--- src/udb_pkg.sv ---
// constants and types shared by both ends of the endpoint buffer link
`default_nettype none
package udb_pkg;
  // ==================================================================
  // endpoint control word layout
  localparam int DW = 16;
  localparam int RXC_BIT = 15;
  localparam int RXT_BIT = 14;
  localparam int RXS_HI = 13;
  localparam int RXS_LO = 12;
  localparam int CAT_HI = 10;
  localparam int CAT_LO = 9;
  localparam int VAR_BIT = 8;
  localparam int TXC_BIT = 7;
  localparam int TXT_BIT = 6;
  localparam int TXS_HI = 5;
  localparam int TXS_LO = 4;
  localparam int EPA_HI = 3;
  localparam logic [15:0] CTRL_RESET = 16'h0000;
  localparam logic [15:0] DESC_RESET = 16'h0000;

  // ==================================================================
  // endpoint word indices seen through the link
  localparam int AW = 4;
  localparam logic [3:0] IDX_CTRL = 4'h0;
  localparam logic [3:0] IDX_TX0P = 4'h1;
  localparam logic [3:0] IDX_TX0L = 4'h2;
  localparam logic [3:0] IDX_TX1P = 4'h3;
  localparam logic [3:0] IDX_TX1L = 4'h4;
  localparam logic [3:0] IDX_RX0P = 4'h5;
  localparam logic [3:0] IDX_RX0L = 4'h6;
  localparam logic [3:0] IDX_RX1P = 4'h7;
  localparam logic [3:0] IDX_RX1L = 4'h8;

  // ==================================================================
  // controller registers on the AXI4-Lite side
  localparam logic [7:0] OFS_SEL = 8'h00;
  localparam logic [7:0] OFS_WDATA = 8'h04;
  localparam logic [7:0] OFS_RDATA = 8'h08;
  localparam logic [7:0] OFS_RELEASE = 8'h0C;
  localparam logic [7:0] OFS_INIT = 8'h10;
  localparam logic [7:0] OFS_STATUS = 8'h14;
  localparam logic [1:0] RESP_OKAY = 2'h0;
  localparam logic [1:0] RESP_SLVERR = 2'h2;

  // ==================================================================
  // enumerations
  typedef enum logic [1:0] {
    ST_DIS = 2'h0,
    ST_STALL = 2'h1,
    ST_NAK = 2'h2,
    ST_VALID = 2'h3
  } udb_state_type;

  typedef enum logic [1:0] {
    CAT_BULK = 2'h0,
    CAT_CTRL = 2'h1,
    CAT_ISO = 2'h2,
    CAT_INTR = 2'h3
  } udb_cat_type;

  typedef enum logic [1:0] {
    HS_NONE = 2'h0,
    HS_ACK = 2'h1,
    HS_NAK = 2'h2,
    HS_STALL = 2'h3
  } udb_hs_type;

  typedef enum logic [1:0] {
    X_IDLE = 2'h0,
    X_BUSY = 2'h1
  } udb_xact_type;
endpackage
`default_nettype wire

--- src/udb_if.sv ---
// link between the endpoint logic and its firmware-side controller
`default_nettype none
interface udb_if;
  logic ep_wr;
  logic [3:0] ep_waddr;
  logic [15:0] ep_wdata;
  logic [3:0] ep_raddr;
  logic [15:0] ep_rdata;
  logic [15:0] ep_ctrl;

  modport dev_mp(
    input ep_wr, ep_waddr, ep_wdata, ep_raddr,
    output ep_rdata, ep_ctrl
  );
  modport host_mp(
    output ep_wr, ep_waddr, ep_wdata, ep_raddr,
    input ep_rdata, ep_ctrl
  );
endinterface
`default_nettype wire

--- src/udb_desc_table.sv ---
// buffer descriptor words: pointers and lengths of the four buffers
`default_nettype none
module udb_desc_table #(
  parameter int W = 16,
  parameter int N = 8
) (
  input wire logic clk,
  input wire logic rst_b,
  input wire logic sw_en,
  input wire logic [2:0] sw_idx,
  input wire logic [W-1:0] sw_data,
  input wire logic hw_en,
  input wire logic [2:0] hw_idx,
  input wire logic [W-1:0] hw_data,
  input wire logic [2:0] rd_a_idx,
  output logic [W-1:0] rd_a_data,
  input wire logic [2:0] rd_b_idx,
  output logic [W-1:0] rd_b_data
);
  logic [W-1:0] mem_q [N];

  assign rd_a_data = mem_q[rd_a_idx];
  assign rd_b_data = mem_q[rd_b_idx];

  // hardware count update wins over a firmware write to the same word
  for (genvar i = 0; i < N; i++) begin : g_word
    wire hw_hit = hw_en && (hw_idx == 3'(i));
    wire sw_hit = sw_en && (sw_idx == 3'(i));
    always_ff @(posedge clk or negedge rst_b) begin
      if (!rst_b) begin
        mem_q[i] <= W'(udb_pkg::DESC_RESET);
      end else if (hw_hit) begin
        mem_q[i] <= hw_data;
      end else if (sw_hit) begin
        mem_q[i] <= sw_data;
      end
    end
  end
endmodule
`default_nettype wire

--- src/udb_dev_end.sv ---
// endpoint buffer-swapping logic: the device end of the link
`default_nettype none
module udb_dev_end (
  input wire logic clk,
  input wire logic rst_b,
  udb_if.dev_mp link,
  input wire logic token_valid,
  input wire logic token_dir,
  input wire logic xact_done,
  input wire logic xact_ok,
  input wire logic crc_err,
  input wire logic overrun,
  input wire logic [15:0] rx_count,
  output logic resp_valid,
  output udb_pkg::udb_hs_type resp_hs,
  output logic resp_buf_sel,
  output logic [15:0] resp_buf_ptr,
  output logic resp_data1,
  output logic xact_busy,
  output logic err_pulse
);
  // ==================================================================
  // decode of the control word
  logic [15:0] ctrl_q;
  logic [15:0] ctrl_d;
  logic [15:0] rdata_q;
  logic armed_q;
  logic dir_q;
  logic buf_q;
  logic iso_q;
  udb_pkg::udb_xact_type xs_q;
  logic resp_valid_q;
  udb_pkg::udb_hs_type resp_hs_q;
  logic resp_buf_q;
  logic [15:0] resp_ptr_q;
  logic resp_data1_q;
  logic err_q;

  wire [1:0] rx_state = ctrl_q[udb_pkg::RXS_HI:udb_pkg::RXS_LO];
  wire [1:0] tx_state = ctrl_q[udb_pkg::TXS_HI:udb_pkg::TXS_LO];
  wire [1:0] category = ctrl_q[udb_pkg::CAT_HI:udb_pkg::CAT_LO];
  wire rx_toggle_flag = ctrl_q[udb_pkg::RXT_BIT];
  wire tx_toggle_flag = ctrl_q[udb_pkg::TXT_BIT];
  wire endpoint_variant_bit = ctrl_q[udb_pkg::VAR_BIT];
  wire double_buffer_mode = (category == udb_pkg::CAT_BULK)
    && endpoint_variant_bit;
  wire iso_mode = (category == udb_pkg::CAT_ISO);
  wire swap_mode = double_buffer_mode || iso_mode;

  // ==================================================================
  // token decision
  wire [1:0] tok_state = token_dir ? tx_state : rx_state;
  // hardware flag is the active direction's toggle, the other one is
  // the application's flag
  wire hw_buffer_flag = token_dir ? tx_toggle_flag
    : rx_toggle_flag;
  wire app_buffer_flag = token_dir ? rx_toggle_flag
    : tx_toggle_flag;
  // only a valid state is masked, any other written state stands
  wire conflict = armed_q && (tok_state == udb_pkg::ST_VALID)
    && (hw_buffer_flag == app_buffer_flag);
  wire [1:0] eff_state = conflict ? udb_pkg::ST_NAK : tok_state;
  wire tok_take = token_valid && (xs_q == udb_pkg::X_IDLE);
  wire tok_go = tok_take && (eff_state == udb_pkg::ST_VALID);
  wire tok_buf = swap_mode && hw_buffer_flag;
  wire [3:0] ptr_idx = token_dir
    ? (tok_buf ? udb_pkg::IDX_TX1P : udb_pkg::IDX_TX0P)
    : (tok_buf ? udb_pkg::IDX_RX1P : udb_pkg::IDX_RX0P);
  wire [15:0] ptr_word;
  udb_pkg::udb_hs_type tok_hs;

  always_comb begin
    case (eff_state)
      udb_pkg::ST_VALID: tok_hs = udb_pkg::HS_ACK;
      udb_pkg::ST_NAK: tok_hs = udb_pkg::HS_NAK;
      udb_pkg::ST_STALL: tok_hs = udb_pkg::HS_STALL;
      default: tok_hs = udb_pkg::HS_NONE;
    endcase
    if (iso_mode) begin
      tok_hs = udb_pkg::HS_NONE;
    end
  end

  // ==================================================================
  // transaction end
  wire done_ev = xact_done && (xs_q == udb_pkg::X_BUSY);
  // isochronous reception completes even on CRC error or overrun
  wire completed = xact_ok
    || (iso_q && !dir_q && (crc_err || overrun));
  wire fin = done_ev && completed;
  wire fin_rx = fin && !dir_q;
  wire fin_tx = fin && dir_q;
  // ordinary flow (and the first double-buffered bulk transaction) drops to NAK
  wire go_nak = fin && !iso_q && !armed_q;
  wire cnt_wr = fin_rx;
  wire [3:0] cnt_idx = buf_q ? udb_pkg::IDX_RX1L : udb_pkg::IDX_RX0L;

  // ==================================================================
  // firmware access to the control word
  wire sw_ctrl = link.ep_wr && (link.ep_waddr == udb_pkg::IDX_CTRL);
  wire sw_desc = link.ep_wr && (link.ep_waddr != udb_pkg::IDX_CTRL);
  wire [15:0] tmask = sw_ctrl ? link.ep_wdata : 16'h0000;
  wire [15:0] wd = link.ep_wdata;

  always_comb begin
    ctrl_d = ctrl_q;
    // completion flags: hardware set wins over a firmware clear
    ctrl_d[udb_pkg::RXC_BIT] = fin_rx || (ctrl_q[udb_pkg::RXC_BIT]
      && !(sw_ctrl && !wd[udb_pkg::RXC_BIT]));
    ctrl_d[udb_pkg::TXC_BIT] = fin_tx || (ctrl_q[udb_pkg::TXC_BIT]
      && !(sw_ctrl && !wd[udb_pkg::TXC_BIT]));
    // toggle-only bits, firmware and hardware toggles combine
    ctrl_d[udb_pkg::RXT_BIT] = rx_toggle_flag
      ^ tmask[udb_pkg::RXT_BIT] ^ fin_rx;
    ctrl_d[udb_pkg::TXT_BIT] = tx_toggle_flag
      ^ tmask[udb_pkg::TXT_BIT] ^ fin_tx;
    ctrl_d[udb_pkg::RXS_HI:udb_pkg::RXS_LO] = rx_state
      ^ tmask[udb_pkg::RXS_HI:udb_pkg::RXS_LO];
    ctrl_d[udb_pkg::TXS_HI:udb_pkg::TXS_LO] = tx_state
      ^ tmask[udb_pkg::TXS_HI:udb_pkg::TXS_LO];
    if (go_nak && !dir_q) begin
      ctrl_d[udb_pkg::RXS_HI:udb_pkg::RXS_LO] = udb_pkg::ST_NAK;
    end
    if (go_nak && dir_q) begin
      ctrl_d[udb_pkg::TXS_HI:udb_pkg::TXS_LO] = udb_pkg::ST_NAK;
    end
    if (sw_ctrl) begin
      ctrl_d[udb_pkg::CAT_HI:udb_pkg::VAR_BIT] =
        wd[udb_pkg::CAT_HI:udb_pkg::VAR_BIT];
      ctrl_d[udb_pkg::EPA_HI:0] = wd[udb_pkg::EPA_HI:0];
    end
    ctrl_d[11] = 1'b0;
  end

  wire [15:0] desc_rd;
  udb_desc_table #(.W(16), .N(8)) u_desc (
    .clk(clk),
    .rst_b(rst_b),
    .sw_en(sw_desc),
    .sw_idx(3'(link.ep_waddr - 4'h1)),
    .sw_data(link.ep_wdata),
    .hw_en(cnt_wr),
    .hw_idx(3'(cnt_idx - 4'h1)),
    .hw_data(rx_count),
    .rd_a_idx(3'(ptr_idx - 4'h1)),
    .rd_a_data(ptr_word),
    .rd_b_idx(3'(link.ep_raddr - 4'h1)),
    .rd_b_data(desc_rd)
  );
  wire [15:0] rdata_d = (link.ep_raddr == udb_pkg::IDX_CTRL) ? ctrl_q
    : (link.ep_raddr > udb_pkg::IDX_RX1L) ? 16'h0000 : desc_rd;

  // ==================================================================
  // state
  always_ff @(posedge clk or negedge rst_b) begin
    if (!rst_b) begin
      ctrl_q <= udb_pkg::CTRL_RESET;
      rdata_q <= 16'h0000;
    end else begin
      ctrl_q <= ctrl_d;
      rdata_q <= rdata_d;
    end
  end

  // swap flow starts only after the first completion in this mode
  always_ff @(posedge clk or negedge rst_b) begin
    if (!rst_b) begin
      armed_q <= 1'b0;
    end else if (!double_buffer_mode) begin
      armed_q <= 1'b0;
    end else if (fin) begin
      armed_q <= 1'b1;
    end
  end

  always_ff @(posedge clk or negedge rst_b) begin
    if (!rst_b) begin
      xs_q <= udb_pkg::X_IDLE;
      dir_q <= 1'b0;
      buf_q <= 1'b0;
      iso_q <= 1'b0;
    end else begin
      case (xs_q)
        udb_pkg::X_IDLE: begin
          if (tok_go) begin
            xs_q <= udb_pkg::X_BUSY;
            dir_q <= token_dir;
            buf_q <= tok_buf;
            iso_q <= iso_mode;
          end
        end
        udb_pkg::X_BUSY: begin
          if (xact_done) begin
            xs_q <= udb_pkg::X_IDLE;
          end
        end
        default: xs_q <= udb_pkg::X_IDLE;
      endcase
    end
  end

  always_ff @(posedge clk or negedge rst_b) begin
    if (!rst_b) begin
      resp_valid_q <= 1'b0;
      resp_hs_q <= udb_pkg::HS_NONE;
      resp_buf_q <= 1'b0;
      resp_ptr_q <= 16'h0000;
      resp_data1_q <= 1'b0;
      err_q <= 1'b0;
    end else begin
      resp_valid_q <= tok_take;
      err_q <= done_ev && crc_err;
      if (tok_take) begin
        resp_hs_q <= tok_hs;
        resp_buf_q <= tok_buf;
        resp_ptr_q <= ptr_word;
        resp_data1_q <= !iso_mode && hw_buffer_flag;
      end
    end
  end

  assign link.ep_ctrl = ctrl_q;
  assign link.ep_rdata = rdata_q;
  assign resp_valid = resp_valid_q;
  assign resp_hs = resp_hs_q;
  assign resp_buf_sel = resp_buf_q;
  assign resp_buf_ptr = resp_ptr_q;
  assign resp_data1 = resp_data1_q;
  assign xact_busy = (xs_q == udb_pkg::X_BUSY);
  assign err_pulse = err_q;
endmodule
`default_nettype wire

--- src/flat_wrapper.sv ---
// flat-port wrapper written by rule: the top's interface ports become plain ports
module udb_dev_end_flat 
  (clk, rst_b, token_valid, token_dir, xact_done, xact_ok, crc_err, overrun, rx_count, resp_valid, resp_hs, resp_buf_sel, resp_buf_ptr, resp_data1, xact_busy, err_pulse, link_ep_wr, link_ep_waddr, link_ep_wdata, link_ep_raddr, link_ep_rdata, link_ep_ctrl);
  udb_if link_i ();
  input wire logic clk;
  input wire logic rst_b;
  input wire logic token_valid;
  input wire logic token_dir;
  input wire logic xact_done;
  input wire logic xact_ok;
  input wire logic crc_err;
  input wire logic overrun;
  input wire logic [15:0] rx_count;
  output logic resp_valid;
  output udb_pkg::udb_hs_type resp_hs;
  output logic resp_buf_sel;
  output logic [15:0] resp_buf_ptr;
  output logic resp_data1;
  output logic xact_busy;
  output logic err_pulse;
  input wire logic [$bits(link_i.ep_wr)-1:0] link_ep_wr;
  input wire logic [$bits(link_i.ep_waddr)-1:0] link_ep_waddr;
  input wire logic [$bits(link_i.ep_wdata)-1:0] link_ep_wdata;
  input wire logic [$bits(link_i.ep_raddr)-1:0] link_ep_raddr;
  output wire logic [$bits(link_i.ep_rdata)-1:0] link_ep_rdata;
  output wire logic [$bits(link_i.ep_ctrl)-1:0] link_ep_ctrl;
  assign link_i.ep_wr = link_ep_wr;
  assign link_i.ep_waddr = link_ep_waddr;
  assign link_i.ep_wdata = link_ep_wdata;
  assign link_i.ep_raddr = link_ep_raddr;
  assign link_ep_rdata = link_i.ep_rdata;
  assign link_ep_ctrl = link_i.ep_ctrl;
  udb_dev_end u_core (.clk(clk), .rst_b(rst_b), .link(link_i), .token_valid(token_valid), .token_dir(token_dir), .xact_done(xact_done), .xact_ok(xact_ok), .crc_err(crc_err), .overrun(overrun), .rx_count(rx_count), .resp_valid(resp_valid), .resp_hs(resp_hs), .resp_buf_sel(resp_buf_sel), .resp_buf_ptr(resp_buf_ptr), .resp_data1(resp_data1), .xact_busy(xact_busy), .err_pulse(err_pulse));
endmodule
--- config.mk ---
export PLATFORM = sky130hd
export DESIGN_NAME = udb_dev_end_flat
export DESIGN_NICKNAME = d
export VERILOG_FILES = /design/src/udb_pkg.sv /design/src/udb_if.sv /design/src/udb_desc_table.sv /design/src/udb_dev_end.sv /design/src/flat_wrapper.sv
export SDC_FILE = /design/constraint.sdc
export NUM_CORES = 1
export LEC_CHECK = 0
export BUFFER_PORTS_ARGS = -buffer_cell sky130_fd_sc_hd__buf_2
export CORE_MARGIN = 8
export CORE_UTILIZATION = 55
export CTS_BUF_LIST = sky130_fd_sc_hd__clkbuf_8 sky130_fd_sc_hd__clkbuf_16
export CTS_CLUSTER_DIAMETER = 120
export DETAILED_ROUTE_END_ITERATION = 10
export PLACE_DENSITY = 0.8
export SETUP_SLACK_MARGIN = 0.2
export SKIP_CTS_REPAIR_TIMING = 1
export SYNTH_ARGS = -nofsm -noshare
export SYNTH_HDL_FRONTEND = slang
export SYNTH_SLANG_ARGS = --single-unit
--- constraint.sdc ---
create_clock -name clk -period 2.7 [get_ports clk]
set_input_delay 0.27 -clock clk [delete_from_list [all_inputs] [get_ports clk]]
set_output_delay 0.27 -clock clk [all_outputs]
set_load 0.1 [all_outputs]
# ---- Yosys cells after proc, flatten, opt, wreduce, memory -nomap -nowiden
# Index checks and enable logic that the tools add are counted.
dict set report totals {
  elab_cells 173
  regBits 187
  inputBits 49
  out_inout_bits 55
}
dict set report classes {
  mux 42
  eq_ne 24
  n_bitwise 8
  magnitude_cmp 3
  n_reduce_logical 70
  add_sub_neg 4
}
# cell count
set op_table {}
lappend op_table {{$mux 16} 22}
lappend op_table {{$bmux 16 s3} 2}
lappend op_table {{$logic_and 1x1->1} 40}
lappend op_table {{$eq 3x3->1 const B} 8}
lappend op_table {{$mux 2} 9}
lappend op_table {{$reduce_bool 2->1} 8}
lappend op_table {{$mux 15} 1}
lappend op_table {{$eq 3x2->1 const B} 4}
lappend op_table {{$sub 3x1->3 const B} 4}
lappend op_table {{$eq 2x2->1 const B} 4}
lappend op_table {{$ge 4x4->1 const B} 2}
lappend op_table {{$logic_not 1->1} 8}
lappend op_table {{$logic_not 4->1} 2}
lappend op_table {{$not 3->4} 2}
lappend op_table {{$eq 3x1->1 const B} 2}
lappend op_table {{$logic_not 3->1} 2}
lappend op_table {{$mux 3} 2}
lappend op_table {{$pmux 2 s3} 1}
lappend op_table {{$logic_or 1x1->1} 5}
lappend op_table {{$eq 2x1->1 const B} 2}
lappend op_table {{$gt 4x4->1 const B} 1}
lappend op_table {{$logic_not 2->1} 2}
lappend op_table {{$mux 1} 4}
lappend op_table {{$ne 2x2->1 const B} 2}
lappend op_table {{7 further kinds} 12}

# ---- Longest topological paths before layout
# Gate-level depths: netlist (run 1).
dict set report logic_depth {
  word_depth 11
  mapped_depth 11
  depth_no_buf 6
}

# ---- By module
# Synthesis (run 1) repeated with hierarchy kept, for this count alone.
dict set report unflattened {
  cells_unflattened 983
  hier_area_um2 10933.0
}
# mod area_per_inst_um2 cells_per_inst seq_area_each_um2 instances
set modules_own_cells {}
lappend modules_own_cells {udb_desc_table 8279.2 713 3203.1 1}
lappend modules_own_cells {udb_dev_end 2653.8 270 1451.4 1}

# ---- Least setup slack after synthesis (run 1)
# Ideal clock, no wire load.
dict set report synth_path {
  path_type {input-to-reg}
  start {in link_ep_raddr[0]}
  end {reg u_core.rdata_q[11], in the netlist u_core.link.ep_rdata[11]}
  slack_ns -0.087
  t_arrival_ns 2.667
  stages 9
  t_required_ns 2.580
  n_path_buf 4
  setup_time_ns 0.120
  path_cell_list {buf_2 -> buf_2 -> buf_1 -> inv_1 -> ha_1 -> clkbuf_1 -> mux4_2 -> mux2_2 -> a41o_1}
}
dict set report synth_via {
  elab_chain_cells 7
  elab_cells_between_ends 9
  cone_classes {add/sub: 1; order compare: 1; mux: 5; bitwise: 1; reduce/logical: 1}
}
# item line
set synth_lines {}
lappend synth_lines {{start: declaration} flat_wrapper.sv:24} ;# input wire logic [$bits(link_i.ep_raddr)-1:0] link_ep_raddr;
lappend synth_lines {{$sub 3x1->3} udb_dev_end.sv:147} ;# .rd_b_idx(3'(link.ep_raddr - 4'h1)),
lappend synth_lines {{$not 3->4 (not written as such)} udb_desc_table.sv:23} ;# assign rd_b_data = mem_q[rd_b_idx];
lappend synth_lines {{$bmux 16 s3} udb_desc_table.sv:23}
lappend synth_lines {{$mux 16 (not written as such) (2 in series)} udb_desc_table.sv:23}
lappend synth_lines {{$mux 16} udb_dev_end.sv:151} ;# : (link.ep_raddr > udb_pkg::IDX_RX1L) ? 16'h0000 : desc_rd;
lappend synth_lines {{$mux 16 (*)} udb_dev_end.sv:150} ;# wire [15:0] rdata_d = (link.ep_raddr == udb_pkg::IDX_CTRL) ? ctrl_q
lappend synth_lines {{via u_core.rdata_d[11]} udb_dev_end.sv:150}
lappend synth_lines {{end signal: assignment} udb_dev_end.sv:161} ;# rdata_q <= rdata_d;
lappend synth_lines {{end: declaration} udb_dev_end.sv:26} ;# logic [15:0] rdata_q;
# Mark *: on every way through the listed nets, which the timed path passes. The rest lies on a longest branch. The select of a mux whose other input is x is not followed.
# A chain may end at the register's enable or synchronous reset.

# ---- Worst setup path in the final report (run 1)
dict set report layout_path {
  start {reg u_core.ctrl_q[6], in the netlist u_core.link.ep_ctrl[6]}
  end {reg u_core.resp_ptr_q[1], in the netlist u_core.resp_buf_ptr[1]}
}
dict set report layout_via {
  elab_chain_cells 9
  elab_cells_between_ends 10
  cone_classes {add/sub: 1; mux: 7; bitwise: 1; reduce/logical: 1}
}
# item line
set layout_lines {}
lappend layout_lines {{start: declaration} udb_dev_end.sv:24} ;# logic [15:0] ctrl_q;
lappend layout_lines {{start signal: assignment} udb_dev_end.sv:157} ;# ctrl_q <= udb_pkg::CTRL_RESET;
lappend layout_lines {{start signal: assignment} udb_dev_end.sv:160} ;# ctrl_q <= ctrl_d;
lappend layout_lines {{$mux 1 (*)} udb_dev_end.sv:55} ;# wire hw_buffer_flag = token_dir ? tx_toggle_flag
lappend layout_lines {{$logic_and 1x1->1 (*)} udb_dev_end.sv:65} ;# wire tok_buf = swap_mode && hw_buffer_flag;
lappend layout_lines {{$mux 2} {udb_dev_end.sv:67, udb_dev_end.sv:68}}
lappend layout_lines {{$mux 3 (*)} udb_dev_end.sv:67} ;# ? (tok_buf ? udb_pkg::IDX_TX1P : udb_pkg::IDX_TX0P)
lappend layout_lines {{$sub 3x1->3 (*)} udb_dev_end.sv:145} ;# .rd_a_idx(3'(ptr_idx - 4'h1)),
lappend layout_lines {{$not 3->4 (not written as such) (*)} udb_desc_table.sv:22} ;# assign rd_a_data = mem_q[rd_a_idx];
lappend layout_lines {{$bmux 16 s3 (*)} udb_desc_table.sv:22}
lappend layout_lines {{$mux 16 (not written as such) (*) (2 in series)} udb_desc_table.sv:22}
lappend layout_lines {{end signal: assignment} udb_dev_end.sv:216} ;# resp_ptr_q <= ptr_word;
lappend layout_lines {{end: declaration} udb_dev_end.sv:35} ;# logic [15:0] resp_ptr_q;
# Mark *: on every way between the ends. The rest lies on a longest branch, timed or not. The select of a mux whose other input is x is not followed.

==> load_flow_metrics.sql, run 1 <==
INSERT INTO impl_metrics (metric_group, metric, value, unit) VALUES
('outcome', 'run_status', 'complete, no violations', ''),
('critical_path', 'setup.reg_to_reg.worst_slack', '670', 'ps'),
('timing', 'setup_violations', '0', ''),
('final_layout', 'fin_cells', '954', ''),
('global_route', 'global_route.usage.total', '0.231', ''),
('clock_tree', 'cts_htree_levels', '4', ''),
('final_layout', 'final_cell_mix', 'sky130_fd_sc_hd__dfrtp_1 (184), sky130_fd_sc_hd__mux2_2 (166), sky130_fd_sc_hd__buf_2 (101)', ''),
('timing', 'final.min_clock_period', '2030', 'ps'),
('power_and_ir_drop', 'peakVddDrop', '755', 'uV'),
('clock_tree', 'clkLatencyLatePin', '430', 'ps'),
('global_route', 'grtUsageMet3', '0.0522', ''),
('critical_path', 'rr_worst_depth', '5', ''),
('placement', 'placedCellCount', '922', ''),
('floorplanning', 'ioPinCount', '104', ''),
('min_path', 'timing.hold.worst_path_depth', '2', ''),
('timing', 'post-route-period-util', '0.752', ''),
('final_layout', 'design_area', '0.0105', 'mm2'),
('timing', 'clock_skew', '5.74', 'ps'),
('power_and_ir_drop', 'power_per_cell_area', '1060', 'mW/mm2'),
('clock_tree', 'clock_sink_count', '186', ''),
('floorplanning', 'std_cell_rows', '47', ''),
('route', 'routedWlPerCell', '23.9', 'um'),
('synth', 'postSynth.asyncResetShare', '1.00', ''),
('route', 'viasPerCell', '6.07', ''),
('clock_tree', 'cts.reportedPaths.clkPinSlew', '60', 'ps'),
('global_route', 'antenna_violations_before_repair', '0', ''),
('critical_path', 'cp-end-kind', 'register', ''),
('route', 'detail_route.first_pass.iterations', '5', ''),
('timing', 'timing.final.max_slew_violations', '0', ''),
('power_and_ir_drop', 'leakage_power_summed_over_all_cells', '4.75', 'nW'),
('floorplanning', 'chipHeight', '145', 'um'),
('synth', 'postSynthAreaPerCell', '14.9', 'um2'),
('route', 'drt_iter0_markers', '464', ''),
('global_route', 'wire_length_of_the_first_global_routing_pass', '36100', 'um'),
('timing', 'post-route-worst-setup-slack', '671', 'ps'),
('global_route', 'grt_busiest_layer', 'met2', ''),
('timing', 'fin_tns_setup', '0', 'ps'),
('critical_path', 'cpPeakStageDelay', '610', 'ps'),
('synth', 'synth-main-ff-cell', 'sky130_fd_sc_hd__dfrtp_1', ''),
('placement', 'numPortBuffers', '102', ''),
('synth', 'synth_cell_types', '49', ''),
('critical_path', 'worstPathCellList', 'mux2_4 -> o211a_1 -> buf_4 -> mux4_1 -> mux2_2', ''),
('flow_run', 'maxCapViolCount', '0', ''),
('final_layout', 'finalNetCount', '774', ''),
('timing', 'worst-slew-pin-transition', '710', 'ps'),
('critical_path', 'terminus_of_the_critical_flop_to_flop_path', 'u_core.resp_buf_ptr[1]$_DFFE_PN0P_', ''),
('floorplanning', 'core_region_area', '0.0164', 'mm2'),
('synth', 'post_synthesis_net_count', '665', ''),
('global_route', 'global_route.usage.met2', '0.377', ''),
('placement', 'post_dp_cell_area', '0.00992', 'mm2'),
('synth', 'synth.yosys.seq_area_share', '0.511', ''),
('placement', 'place_ws', '545', 'ps'),
('timing', 'fmax', '493', 'MHz'),
('route', 'drc', '0', ''),
('critical_path', 'timing.critical_path.from_type', 'register', ''),
('placement', 'post-dp-hpwl', '15200', 'um'),
('global_route', 'grt_max_degree', '76', ''),
('final_layout', 'utilization', '0.637', ''),
('synth', 'synth.cell_area', '0.00911', 'mm2'),
('final_layout', 'insertedDiodeCount', '0', ''),
('global_route', 'gr-usage-met1', '0.294', ''),
('floorplanning', 'die_area', '0.0209', 'mm2'),
('critical_path', 'critPathMaxFanout', '9', ''),
('timing', 'final_hold_viol_count', '0', ''),
('clock_tree', 'cts_root_buf', 'sky130_fd_sc_hd__clkbuf_16', ''),
('route', 'antenna_left', '0', ''),
('critical_path', 'critical_path_class', 'reg2reg', ''),
('critical_path', 'path_buf_inv', '1', ''),
('critical_path', 'critPathRequiredTime', '3020', 'ps'),
('placement', 'routability_congestion_estimate', '0.821', ''),
('floorplanning', 'dieWidth', '145', 'um');
## synthesized netlist by cell type (3+ instances only)
| cell type | instances | area, um2 |
|---|---|---|
| sky130_fd_sc_hd__xor2_1 | 4 | 35.0 |
| sky130_fd_sc_hd__nand2b_1 | 32 | 200 |
| sky130_fd_sc_hd__buf_2 | 14 | 70.1 |
| sky130_fd_sc_hd__xnor2_1 | 6 | 52.6 |
| sky130_fd_sc_hd__o21ai_0 | 6 | 30.0 |
| sky130_fd_sc_hd__buf_6 | 4 | 45.0 |
| sky130_fd_sc_hd__ha_1 | 3 | 37.5 |
| sky130_fd_sc_hd__inv_1 | 7 | 26.3 |
| sky130_fd_sc_hd__dfrtp_1 | 186 | 4650 |
| sky130_fd_sc_hd__nand2_1 | 36 | 135 |
| sky130_fd_sc_hd__o31a_1 | 3 | 26.3 |
| sky130_fd_sc_hd__buf_4 | 3 | 22.5 |
| sky130_fd_sc_hd__nand4b_1 | 3 | 26.3 |
| sky130_fd_sc_hd__mux2_4 | 19 | 285 |
| sky130_fd_sc_hd__mux4_2 | 40 | 901 |
| sky130_fd_sc_hd__mux2_2 | 166 | 1870 |
| sky130_fd_sc_hd__a31oi_1 | 3 | 18.8 |
| sky130_fd_sc_hd__nand3_1 | 21 | 105 |
| sky130_fd_sc_hd__mux4_1 | 8 | 210 |
| sky130_fd_sc_hd__clkbuf_1 | 13 | 48.8 |
## worst max path at each step
stage | from | endpoint | slack (ps) | cells past startpoint
3_5_place_dp | link_ep_raddr[0] | u_core.link.ep_rdata[8]$_DFF_PN0_ | 550 | 7
2_1_floorplan | link_ep_raddr[0] | u_core.link.ep_rdata[11]$_DFF_PN0_ | 160 | 9
4_1_cts | u_core.link.ep_ctrl[14]$_DFF_PN0_ | u_core.resp_buf_ptr[7]$_DFFE_PN0P_ | 690 | 5
6_report | u_core.link.ep_ctrl[6]$_DFF_PN0_ | u_core.resp_buf_ptr[1]$_DFFE_PN0P_ | 670 | 5
5_1_grt | u_core.link.ep_ctrl[9]$_DFFE_PN0N_ | u_core.resp_buf_ptr[7]$_DFFE_PN0P_ | 630 | 5
3_3_place_gp | link_ep_raddr[0] | u_core.link.ep_rdata[4]$_DFF_PN0_ | 600 | 7
## layout make-up
type                       instances  area (um2)  share of cell area
multi-input combinational        382        4240               0.405
tap                              220         275              0.0263
clock inverter                    11        58.8             0.00562
timing repair buffer             127         732              0.0700
inverter                           8        30.0             0.00287
clock buffer                      20         467              0.0446
sequential                       186        4660               0.445
## report_power, final
part / total, mW / switching (mW) / internal, mW
clock network: 2.25 / 1.02 / 1.23
registers: 4.21 / 0.592 / 3.62
logic: 4.66 / 3.11 / 1.55
total: 11.1 / 4.72 / 6.40
## worst reg2reg max path: stages, from the launching register on
cell and delay, ps:
sky130_fd_sc_hd__dfrtp_2 440, sky130_fd_sc_hd__mux2_4 180, sky130_fd_sc_hd__o211a_1 170, sky130_fd_sc_hd__buf_4 230, sky130_fd_sc_hd__mux4_1 610, sky130_fd_sc_hd__mux2_2 290
## metal layers
layer	vias to the layer above	routed length [um]
met5	-	0
met4	0	652
met3	46	1450
met2	208	11300
met1	3059	9450
li1	2480	-
## registers in the layout, indices dropped and copies added (netlist names), 2 cells and up
signal and cells:
u_core.resp_hs 2, u_core.u_desc.mem_q 128, u_core.link.ep_rdata 16, u_core.resp_buf_ptr 16
u_core.link.ep_ctrl 15
## through the flow
stage	hold slack (ps)	total power [mW]
final	75.1	11.1
after CTS	-108	11.2
after global placement	339	8.74
after global routing	74.0	11.6
after detailed placement	349	8.90
after floorplan	-25.6	7.91
## cell families (layout without fill, tap and decap cells)
family / count (synthesis) / after routing / synth area share
adder cells (fa/ha/maj): 3 / 3 / 0.00412
buffers and inverters: 45 / 166 / 0.0279
XOR/XNOR: 10 / 10 / 0.00961
flip-flops: 186 / 186 / 0.511
multiplexers: 234 / 234 / 0.360
AND/OR/NAND/NOR: 114 / 114 / 0.0714
other: 1 / 1 / 0.000412
AO/OA/AOI/OAI: 20 / 20 / 0.0161
(Power assumes the default switching activity.)
==> run 2, diff against run 1 <==
==> constraint.sdc (replaced) <==
create_clock -name clk -period 2.1 [get_ports clk]
set_input_delay 0.21 -clock clk [delete_from_list [all_inputs] [get_ports clk]]
set_output_delay 0.21 -clock clk [all_outputs]
set_load 0.1 [all_outputs]
==> run 2 against run 1 <==
- power rose by 33%
- non-clock buffer count increased by 11
- sequential power up 29%
- register-to-register slack lost 500 ps
- via count increased by 2.3%
- worst hold slack got worse by 55 ps
- first-iteration DRC count increased by 6.7%
- global-route usage increased by 0.62 points
- sequential cell count stayed put
- count of clock-buffer cells in the layout shrank 2
- wire length rose by 3.2%
- die area is the same
- critical path type unchanged
- highest routed layer unchanged
==> load_flow_metrics.sql, run 2 (synthesis results as in run 1) <==
INSERT INTO impl_metrics (metric_group, metric, value, unit) VALUES
('clock_tree', 'cts_made_buffers', '17', ''),
('global_route', 'grt_overflow_total', '0', ''),
('critical_path', 'cell_with_the_most_instances_on_the_worst_path', 'sky130_fd_sc_hd__mux2_4', ''),
('clock_tree', 'ctsLongestPathBuffers', '2', ''),
('timing', 'clock_skew', '9.58', 'ps'),
('clock_tree', 'cts.reportedPaths.clkPinSlew', '60', 'ps'),
('final_layout', 'largest_register_ff_count', '128', ''),
('floorplanning', 'dieWidth', '145', 'um'),
('power_and_ir_drop', 'pwr-share-comb', '0.422', ''),
('critical_path', 'critPathRequiredTime', '2420', 'ps'),
('power_and_ir_drop', 'pwr-share-clk', '0.210', ''),
('clock_tree', 'cts_tree', 'yes', ''),
('global_route', 'via_count_of_the_first_global_routing_pass', '6382', ''),
('floorplanning', 'ioPinCount', '104', ''),
('final_layout', 'finalNetCount', '785', ''),
('timing', 'setup_violations', '0', ''),
('clock_tree', 'cts_htree_levels', '4', ''),
('floorplanning', 'chipHeight', '145', 'um'),
('global_route', 'antenna_violations_before_repair', '0', ''),
('route', 'viasPerCell', '6.13', ''),
('route', 'wirelength', '23600', 'um'),
('critical_path', 'rr_worst_depth', '5', ''),
('final_layout', 'final_cell_mix', 'sky130_fd_sc_hd__dfrtp_1 (176), sky130_fd_sc_hd__mux2_2 (159), sky130_fd_sc_hd__buf_2 (101)', ''),
('timing', 'worst-slew-pin-transition', '740', 'ps'),
('route', 'detail_route.first_pass.iterations', '5', ''),
('critical_path', 'crit_arrival', '2250', 'ps'),
('critical_path', 'critical_path_class', 'reg2reg', ''),
('timing', 'timing.final.max_slew_violations', '0', ''),
('timing', 'post-route-worst-setup-slack', '169', 'ps'),
('power_and_ir_drop', 'power_switching', '6.22', 'mW'),
('timing', 'grt_setup_unrepaired', 'yes', ''),
('critical_path', 'timing.critical_path.from_type', 'register', ''),
('placement', 'placedCellCount', '930', ''),
('route', 'routedWlPerCell', '24.4', 'um'),
('power_and_ir_drop', 'peakVddDrop', '1310', 'uV'),
('final_layout', 'filler_cell_count', '1140', ''),
('final_layout', 'fin_cells', '966', ''),
('power_and_ir_drop', 'power_frac_seq', '0.367', ''),
('timing', 'final_hold_viol_count', '0', ''),
('flow_run', 'maxCapViolCount', '0', ''),
('floorplanning', 'std_cell_rows', '47', ''),
('critical_path', 'path_buf_inv', '1', ''),
('placement', 'numPortBuffers', '102', ''),
('critical_path', 'cp-end-kind', 'register', ''),
('global_route', 'wire_length_of_the_first_global_routing_pass', '36400', 'um'),
('final_layout', 'layout_commonest_cell', 'sky130_fd_sc_hd__dfrtp_1', ''),
('timing', 'worst_slew_margin_rel', '0.507', ''),
('clock_tree', 'clock_sink_count', '186', ''),
('global_route', 'grt_max_degree', '57', ''),
('outcome', 'run_status', 'complete, no violations', ''),
('critical_path', 'critical-path-top-delay-family', 'multiplexers', ''),
('min_path', 'hold_path.class', 'in2reg', ''),
('placement', 'post-dp-hpwl', '15500', 'um'),
('clock_tree', 'clkLatencyLatePin', '440', 'ps'),
('floorplanning', 'die_area', '0.0209', 'mm2'),
('final_layout', 'registers.top_by_ff_count', 'u_core.u_desc.mem_q', ''),
('power_and_ir_drop', 'leakage_power_summed_over_all_cells', '4.81', 'nW'),
('critical_path', 'cpPeakStageDelay', '470', 'ps'),
('power_and_ir_drop', 'power_per_cell_area', '1390', 'mW/mm2'),
('critical_path', 'worstPathCellList', 'mux2_4 -> o211a_4 -> buf_12 -> mux4_2 -> mux2_4', ''),
('route', 'num_vias', '5926', ''),
('critical_path', 'crit_path_top_delay_cell', 'sky130_fd_sc_hd__dfrtp_4', ''),
('clock_tree', 'cts_root_buf', 'sky130_fd_sc_hd__clkbuf_16', ''),
('power_and_ir_drop', 'power.switching_fraction', '0.420', ''),
('placement', 'routability_congestion_estimate', '0.839', ''),
('power_and_ir_drop', 'intPower', '8.61', 'mW'),
('route', 'drc', '0', ''),
('final_layout', 'insertedDiodeCount', '0', ''),
('critical_path', 'r2r-start', 'u_core.link.ep_ctrl[14]$_DFF_PN0_', ''),
('final_layout', 'area_growth_from_synthesis_to_layout', '17.3', '%'),
('min_path', 'holdCritStartpoint', 'rx_count[7]', ''),
('critical_path', 'critPathMaxFanout', '8', ''),
('timing', 'post-route-period-util', '0.920', ''),
('route', 'antenna_left', '0', ''),
('critical_path', 'critical_path_cell_count', '5', ''),
('global_route', 'global_route.usage.total', '0.237', ''),
('floorplanning', 'core_region_area', '0.0164', 'mm2'),
('timing', 'final.min_clock_period', '1930', 'ps'),
('route', 'drt_iter0_markers', '495', ''),
('timing', 'fmax', '518', 'MHz'),
('final_layout', 'drive_gt1_frac', '0.568', ''),
('min_path', 'timing.hold.worst_path_depth', '2', ''),
('critical_path', 'cp-startpoint', 'u_core.link.ep_ctrl[14]$_DFF_PN0_', ''),
('placement', 'place_ws', '78.5', 'ps'),
('floorplanning', 'initial_cell_density_of_the_core', '0.555', '');
==> run 2: cell type report <==
type,instances,area (um2),area share
flip-flops and latches,186,4670,0.437
clock buffers,18,439,0.0411
clock inverters,14,131,0.0123
inverters,8,32.5,0.00304
multi-input cells,382,4260,0.399
well taps,220,275,0.0258
repair buffers,138,872,0.0816
==> run 2: worst reg2reg max path, cell delays in order, from the launching register on <==
cell                      delay (ps)
sky130_fd_sc_hd__dfrtp_4         470
sky130_fd_sc_hd__mux2_4          300
sky130_fd_sc_hd__o211a_4         170
sky130_fd_sc_hd__buf_12          160
sky130_fd_sc_hd__mux4_2          440
sky130_fd_sc_hd__mux2_4          280
==> run 2: power groups by stage <==
stage | logic (mW) | clock network (mW) | registers, mW
final | 6.26 | 3.12 | 5.45
after CTS | 6.16 | 3.16 | 5.40
after global placement | 5.98 | 0 | 5.37
after detailed placement | 6.13 | 0 | 5.45
after floorplan | 2.26 | 0 | 7.96
after global routing | 6.52 | 3.31 | 5.55
==> run 2: worst paths after layout <==
| check | end | slack (ps) |
|---|---|---|
| worst min register to register | u_core.resp_buf_sel$_DFFE_PN0P_ | 480 |
| min in group asynchronous | u_core.u_desc.mem_q[17]$_DFFE_PN0P_ | 310 |
| worst max-delay path | u_core.resp_buf_ptr[5]$_DFFE_PN0P_ | 170 |
| worst max register to register | u_core.resp_buf_ptr[5]$_DFFE_PN0P_ | 170 |
| worst min-delay path | u_core.u_desc.mem_q[39]$_DFFE_PN0P_ | 20 |
| max in group asynchronous | u_core.u_desc.mem_q[22]$_DFFE_PN0P_ | 950 |
==> run 2: through the flow <==
| stage | util | hold slack, ps | area [um2] | setup TNS, ps | total power [mW] |
|---|---|---|---|---|---|
| finish | 0.651 | 19.9 | 10700 | 0 | 14.8 |
| floorplan | - | -85.6 | 9210 | -241 | 10.2 |
| CTS | 0.647 | -249 | 10600 | 0 | 14.7 |
| global route | 0.651 | 11.4 | 10700 | 0 | 15.4 |
| global placement | 0.612 | 202 | 10000 | 0 | 11.3 |
| detailed placement | 0.612 | 213 | 10000 | 0 | 11.6 |
==> run 2: metal layers <==
metal	share of wire	routed length (um)	track usage
met5	0	0	0
met4	0.030	716	0.108
met3	0.070	1640	0.0571
met2	0.50	11900	0.388
met1	0.40	9330	0.295
==> run 3, diff against run 2 <==
--- a/config.mk
+++ b/config.mk
@@ -6,12 +6,14 @@
 export NUM_CORES = 1
 export LEC_CHECK = 0
 export BUFFER_PORTS_ARGS = -buffer_cell sky130_fd_sc_hd__buf_2
+export CELL_PAD_IN_SITES_DETAIL_PLACEMENT = 1
+export CELL_PAD_IN_SITES_GLOBAL_PLACEMENT = 1
 export CORE_MARGIN = 8
-export CORE_UTILIZATION = 55
+export CORE_UTILIZATION = 49
 export CTS_BUF_LIST = sky130_fd_sc_hd__clkbuf_8 sky130_fd_sc_hd__clkbuf_16
 export CTS_CLUSTER_DIAMETER = 120
 export DETAILED_ROUTE_END_ITERATION = 10
-export PLACE_DENSITY = 0.8
+export PLACE_DENSITY = 0.84
 export SETUP_SLACK_MARGIN = 0.2
 export SKIP_CTS_REPAIR_TIMING = 1
 export SYNTH_ARGS = -nofsm -noshare
==> run 3 against run 2 <==
- sequential power is 2% higher
- setup slack worse by 65 ps
- register-to-register slack worse by 70 ps
- sequential share of layout area is 0.36 points lower
- cell area is 0.82% higher
- via count is 3.0% higher
- power is 5.0% higher
- largest cell class unchanged
- critical path depth stayed put
==> load_flow_metrics.sql, run 3 (synthesis results as in run 1) <==
INSERT INTO impl_metrics (metric_group, metric, value, unit) VALUES
('floorplanning', 'ioPinCount', '104', ''),
('clock_tree', 'clock_sink_count', '186', ''),
('final_layout', 'drive_gt1_frac', '0.572', ''),
('timing', 'post-route-worst-setup-slack', '104', 'ps'),
('timing', 'worst-slew-pin-transition', '779', 'ps'),
('power_and_ir_drop', 'power.switching_fraction', '0.426', ''),
('power_and_ir_drop', 'power_frac_seq', '0.359', ''),
('flow_run', 'maxCapViolCount', '0', ''),
('power_and_ir_drop', 'pwr-share-clk', '0.230', ''),
('power_and_ir_drop', 'power_per_cell_area', '1450', 'mW/mm2'),
('floorplanning', 'initial_cell_density_of_the_core', '0.494', ''),
('global_route', 'grt_max_degree', '51', ''),
('clock_tree', 'cts.reportedPaths.clkPinSlew', '80', 'ps'),
('power_and_ir_drop', 'peakVddDrop', '947', 'uV'),
('placement', 'post-dp-hpwl', '18300', 'um'),
('timing', 'final.min_clock_period', '2000', 'ps'),
('critical_path', 'crit_arrival', '2310', 'ps'),
('critical_path', 'path_buf_inv', '1', ''),
('clock_tree', 'cts_made_buffers', '17', ''),
('critical_path', 'rr_worst_depth', '5', ''),
('route', 'drt_iter0_markers', '411', ''),
('critical_path', 'terminus_of_the_critical_flop_to_flop_path', 'u_core.resp_buf_ptr[3]$_DFFE_PN0P_', ''),
('final_layout', 'insertedDiodeCount', '0', ''),
('critical_path', 'worstPathCellList', 'mux2_4 -> o211a_4 -> buf_12 -> mux4_2 -> mux2_2', ''),
('critical_path', 'cpPeakStageDelay', '490', 'ps'),
('final_layout', 'largest_register_ff_count', '128', ''),
('floorplanning', 'die_area', '0.0232', 'mm2'),
('final_layout', 'area_growth_from_synthesis_to_layout', '18.3', '%'),
('timing', 'grt_setup_unrepaired', 'yes', ''),
('critical_path', 'crit_path_top_delay_cell', 'sky130_fd_sc_hd__dfrtp_4', ''),
('clock_tree', 'clkLatencyLatePin', '440', 'ps'),
('floorplanning', 'std_cell_rows', '50', ''),
('placement', 'place_ws', '20.5', 'ps'),
('global_route', 'global_route.usage.total', '0.252', ''),
('route', 'drc', '0', ''),
('timing', 'clock_skew', '13.4', 'ps'),
('final_layout', 'registers.top_by_ff_count', 'u_core.u_desc.mem_q', ''),
('global_route', 'grt_overflow_total', '0', ''),
('final_layout', 'utilization', '0.584', ''),
('timing', 'timing.final.max_slew_violations', '0', ''),
('route', 'routedWlPerCell', '30.6', 'um'),
('timing', 'worst_slew_margin_rel', '0.481', ''),
('floorplanning', 'core_region_area', '0.0185', 'mm2'),
('final_layout', 'filler_cell_count', '1746', ''),
('route', 'detail_route.first_pass.iterations', '5', ''),
('clock_tree', 'cts_root_buf', 'sky130_fd_sc_hd__clkbuf_16', ''),
('power_and_ir_drop', 'pwr-share-comb', '0.412', ''),
('global_route', 'wire_length_of_the_first_global_routing_pass', '44100', 'um'),
('timing', 'finalHoldWorstSlack', '24.1', 'ps'),
('route', 'antenna_left', '0', ''),
('global_route', 'antenna_violations_before_repair', '0', ''),
('power_and_ir_drop', 'intPower', '8.94', 'mW'),
('route', 'viasPerCell', '6.25', ''),
('floorplanning', 'dieWidth', '152', 'um'),
('min_path', 'hold_path_end', 'u_core.u_desc.mem_q[14]$_DFFE_PN0P_', ''),
('timing', 'post-route-period-util', '0.951', ''),
('floorplanning', 'chipHeight', '152', 'um'),
('placement', 'routability_congestion_estimate', '0.838', ''),
('route', 'num_vias', '6102', ''),
('critical_path', 'critPathRequiredTime', '2410', 'ps'),
('critical_path', 'critical-path-top-delay-family', 'multiplexers', ''),
('power_and_ir_drop', 'fin_total_pwr', '15.6', 'mW'),
('min_path', 'hold_path.class', 'in2reg', ''),
('final_layout', 'final_cell_mix', 'sky130_fd_sc_hd__dfrtp_1 (176), sky130_fd_sc_hd__mux2_2 (165), sky130_fd_sc_hd__buf_2 (101)', ''),
('power_and_ir_drop', 'power_switching', '6.63', 'mW'),
('clock_tree', 'ctsLongestPathBuffers', '2', ''),
('final_layout', 'finalNetCount', '782', ''),
('power_and_ir_drop', 'leakage_power_summed_over_all_cells', '4.81', 'nW'),
('placement', 'numPortBuffers', '102', ''),
('timing', 'fmax', '501', 'MHz'),
('timing', 'setup_violations', '0', ''),
('route', 'wirelength', '29900', 'um'),
('min_path', 'holdCritStartpoint', 'rx_count[14]', ''),
('global_route', 'via_count_of_the_first_global_routing_pass', '6993', ''),
('timing', 'final_hold_viol_count', '0', ''),
('outcome', 'run_status', 'complete, no violations', ''),
('final_layout', 'layout_commonest_cell', 'sky130_fd_sc_hd__dfrtp_1', ''),
('clock_tree', 'cts_tree', 'yes', ''),
('critical_path', 'critical_path_class', 'reg2reg', ''),
('clock_tree', 'cts_htree_levels', '4', ''),
('min_path', 'timing.hold.worst_path_depth', '2', ''),
('critical_path', 'timing.critical_path.from_type', 'register', ''),
('critical_path', 'cp-end-kind', 'register', ''),
('critical_path', 'critPathMaxFanout', '9', ''),
('critical_path', 'r2r-start', 'u_core.link.ep_ctrl[14]$_DFF_PN0_', ''),
('critical_path', 'setup.reg_to_reg.worst_slack', '100', 'ps');
[run 3: how the worst max path moves through the flow]
stage	end	cells after the start	start
3_5_place_dp	u_core.buf_q$_DFFE_PN0P_	7	token_dir
5_1_grt	u_core.resp_buf_ptr[3]$_DFFE_PN0P_	5	u_core.link.ep_ctrl[14]$_DFF_PN0_
3_3_place_gp	u_core.buf_q$_DFFE_PN0P_	7	token_dir
6_report	u_core.resp_buf_ptr[3]$_DFFE_PN0P_	5	u_core.link.ep_ctrl[14]$_DFF_PN0_
2_1_floorplan	u_core.resp_buf_ptr[14]$_DFFE_PN0P_	6	u_core.link.ep_ctrl[14]$_DFF_PN0_
4_1_cts	u_core.u_desc.mem_q[43]$_DFFE_PN0P_	5	u_core.dir_q$_DFFE_PN0P_
[run 3: final cells by class]
| cell class | instances | area, um2 | share of cell area |
|---|---|---|---|
| Multi-Input combinational cell | 382 | 4260 | 0.396 |
| Timing Repair Buffer | 135 | 868 | 0.0806 |
| Tap cell | 234 | 293 | 0.0272 |
| Clock buffer | 18 | 439 | 0.0408 |
| Inverter | 8 | 32.5 | 0.00302 |
| Sequential cell | 186 | 4670 | 0.434 |
| Clock inverter | 14 | 204 | 0.0189 |
[run 3: per-layer routing]
metal	vias up	track usage	wire [um]
met3	72	0.0505	1410
met1	3297	0.281	11200
met4	0	0.128	1330
met2	251	0.452	15900
met5	-	0	0
li1	2482	-	-
[run 3: per-stage QoR]
stage	std cells	setup TNS [ps]	instance area, um2
finish	977	0	10800
global route	977	0	10800
CTS	973	0	10700
detailed placement	941	0	10000
global placement	941	0	10000
floorplan	613	-241	9210
[run 3: power by group through the flow]
stage / Sequential, mW / Combinational (mW) / Clock (mW)
after detailed placement: 5.53 / 6.20 / 0
after global routing: 5.66 / 6.64 / 3.74
after CTS: 5.52 / 6.29 / 3.58
after global placement: 5.41 / 5.98 / 0
final: 5.58 / 6.41 / 3.58
after floorplan: 7.96 / 2.26 / 0
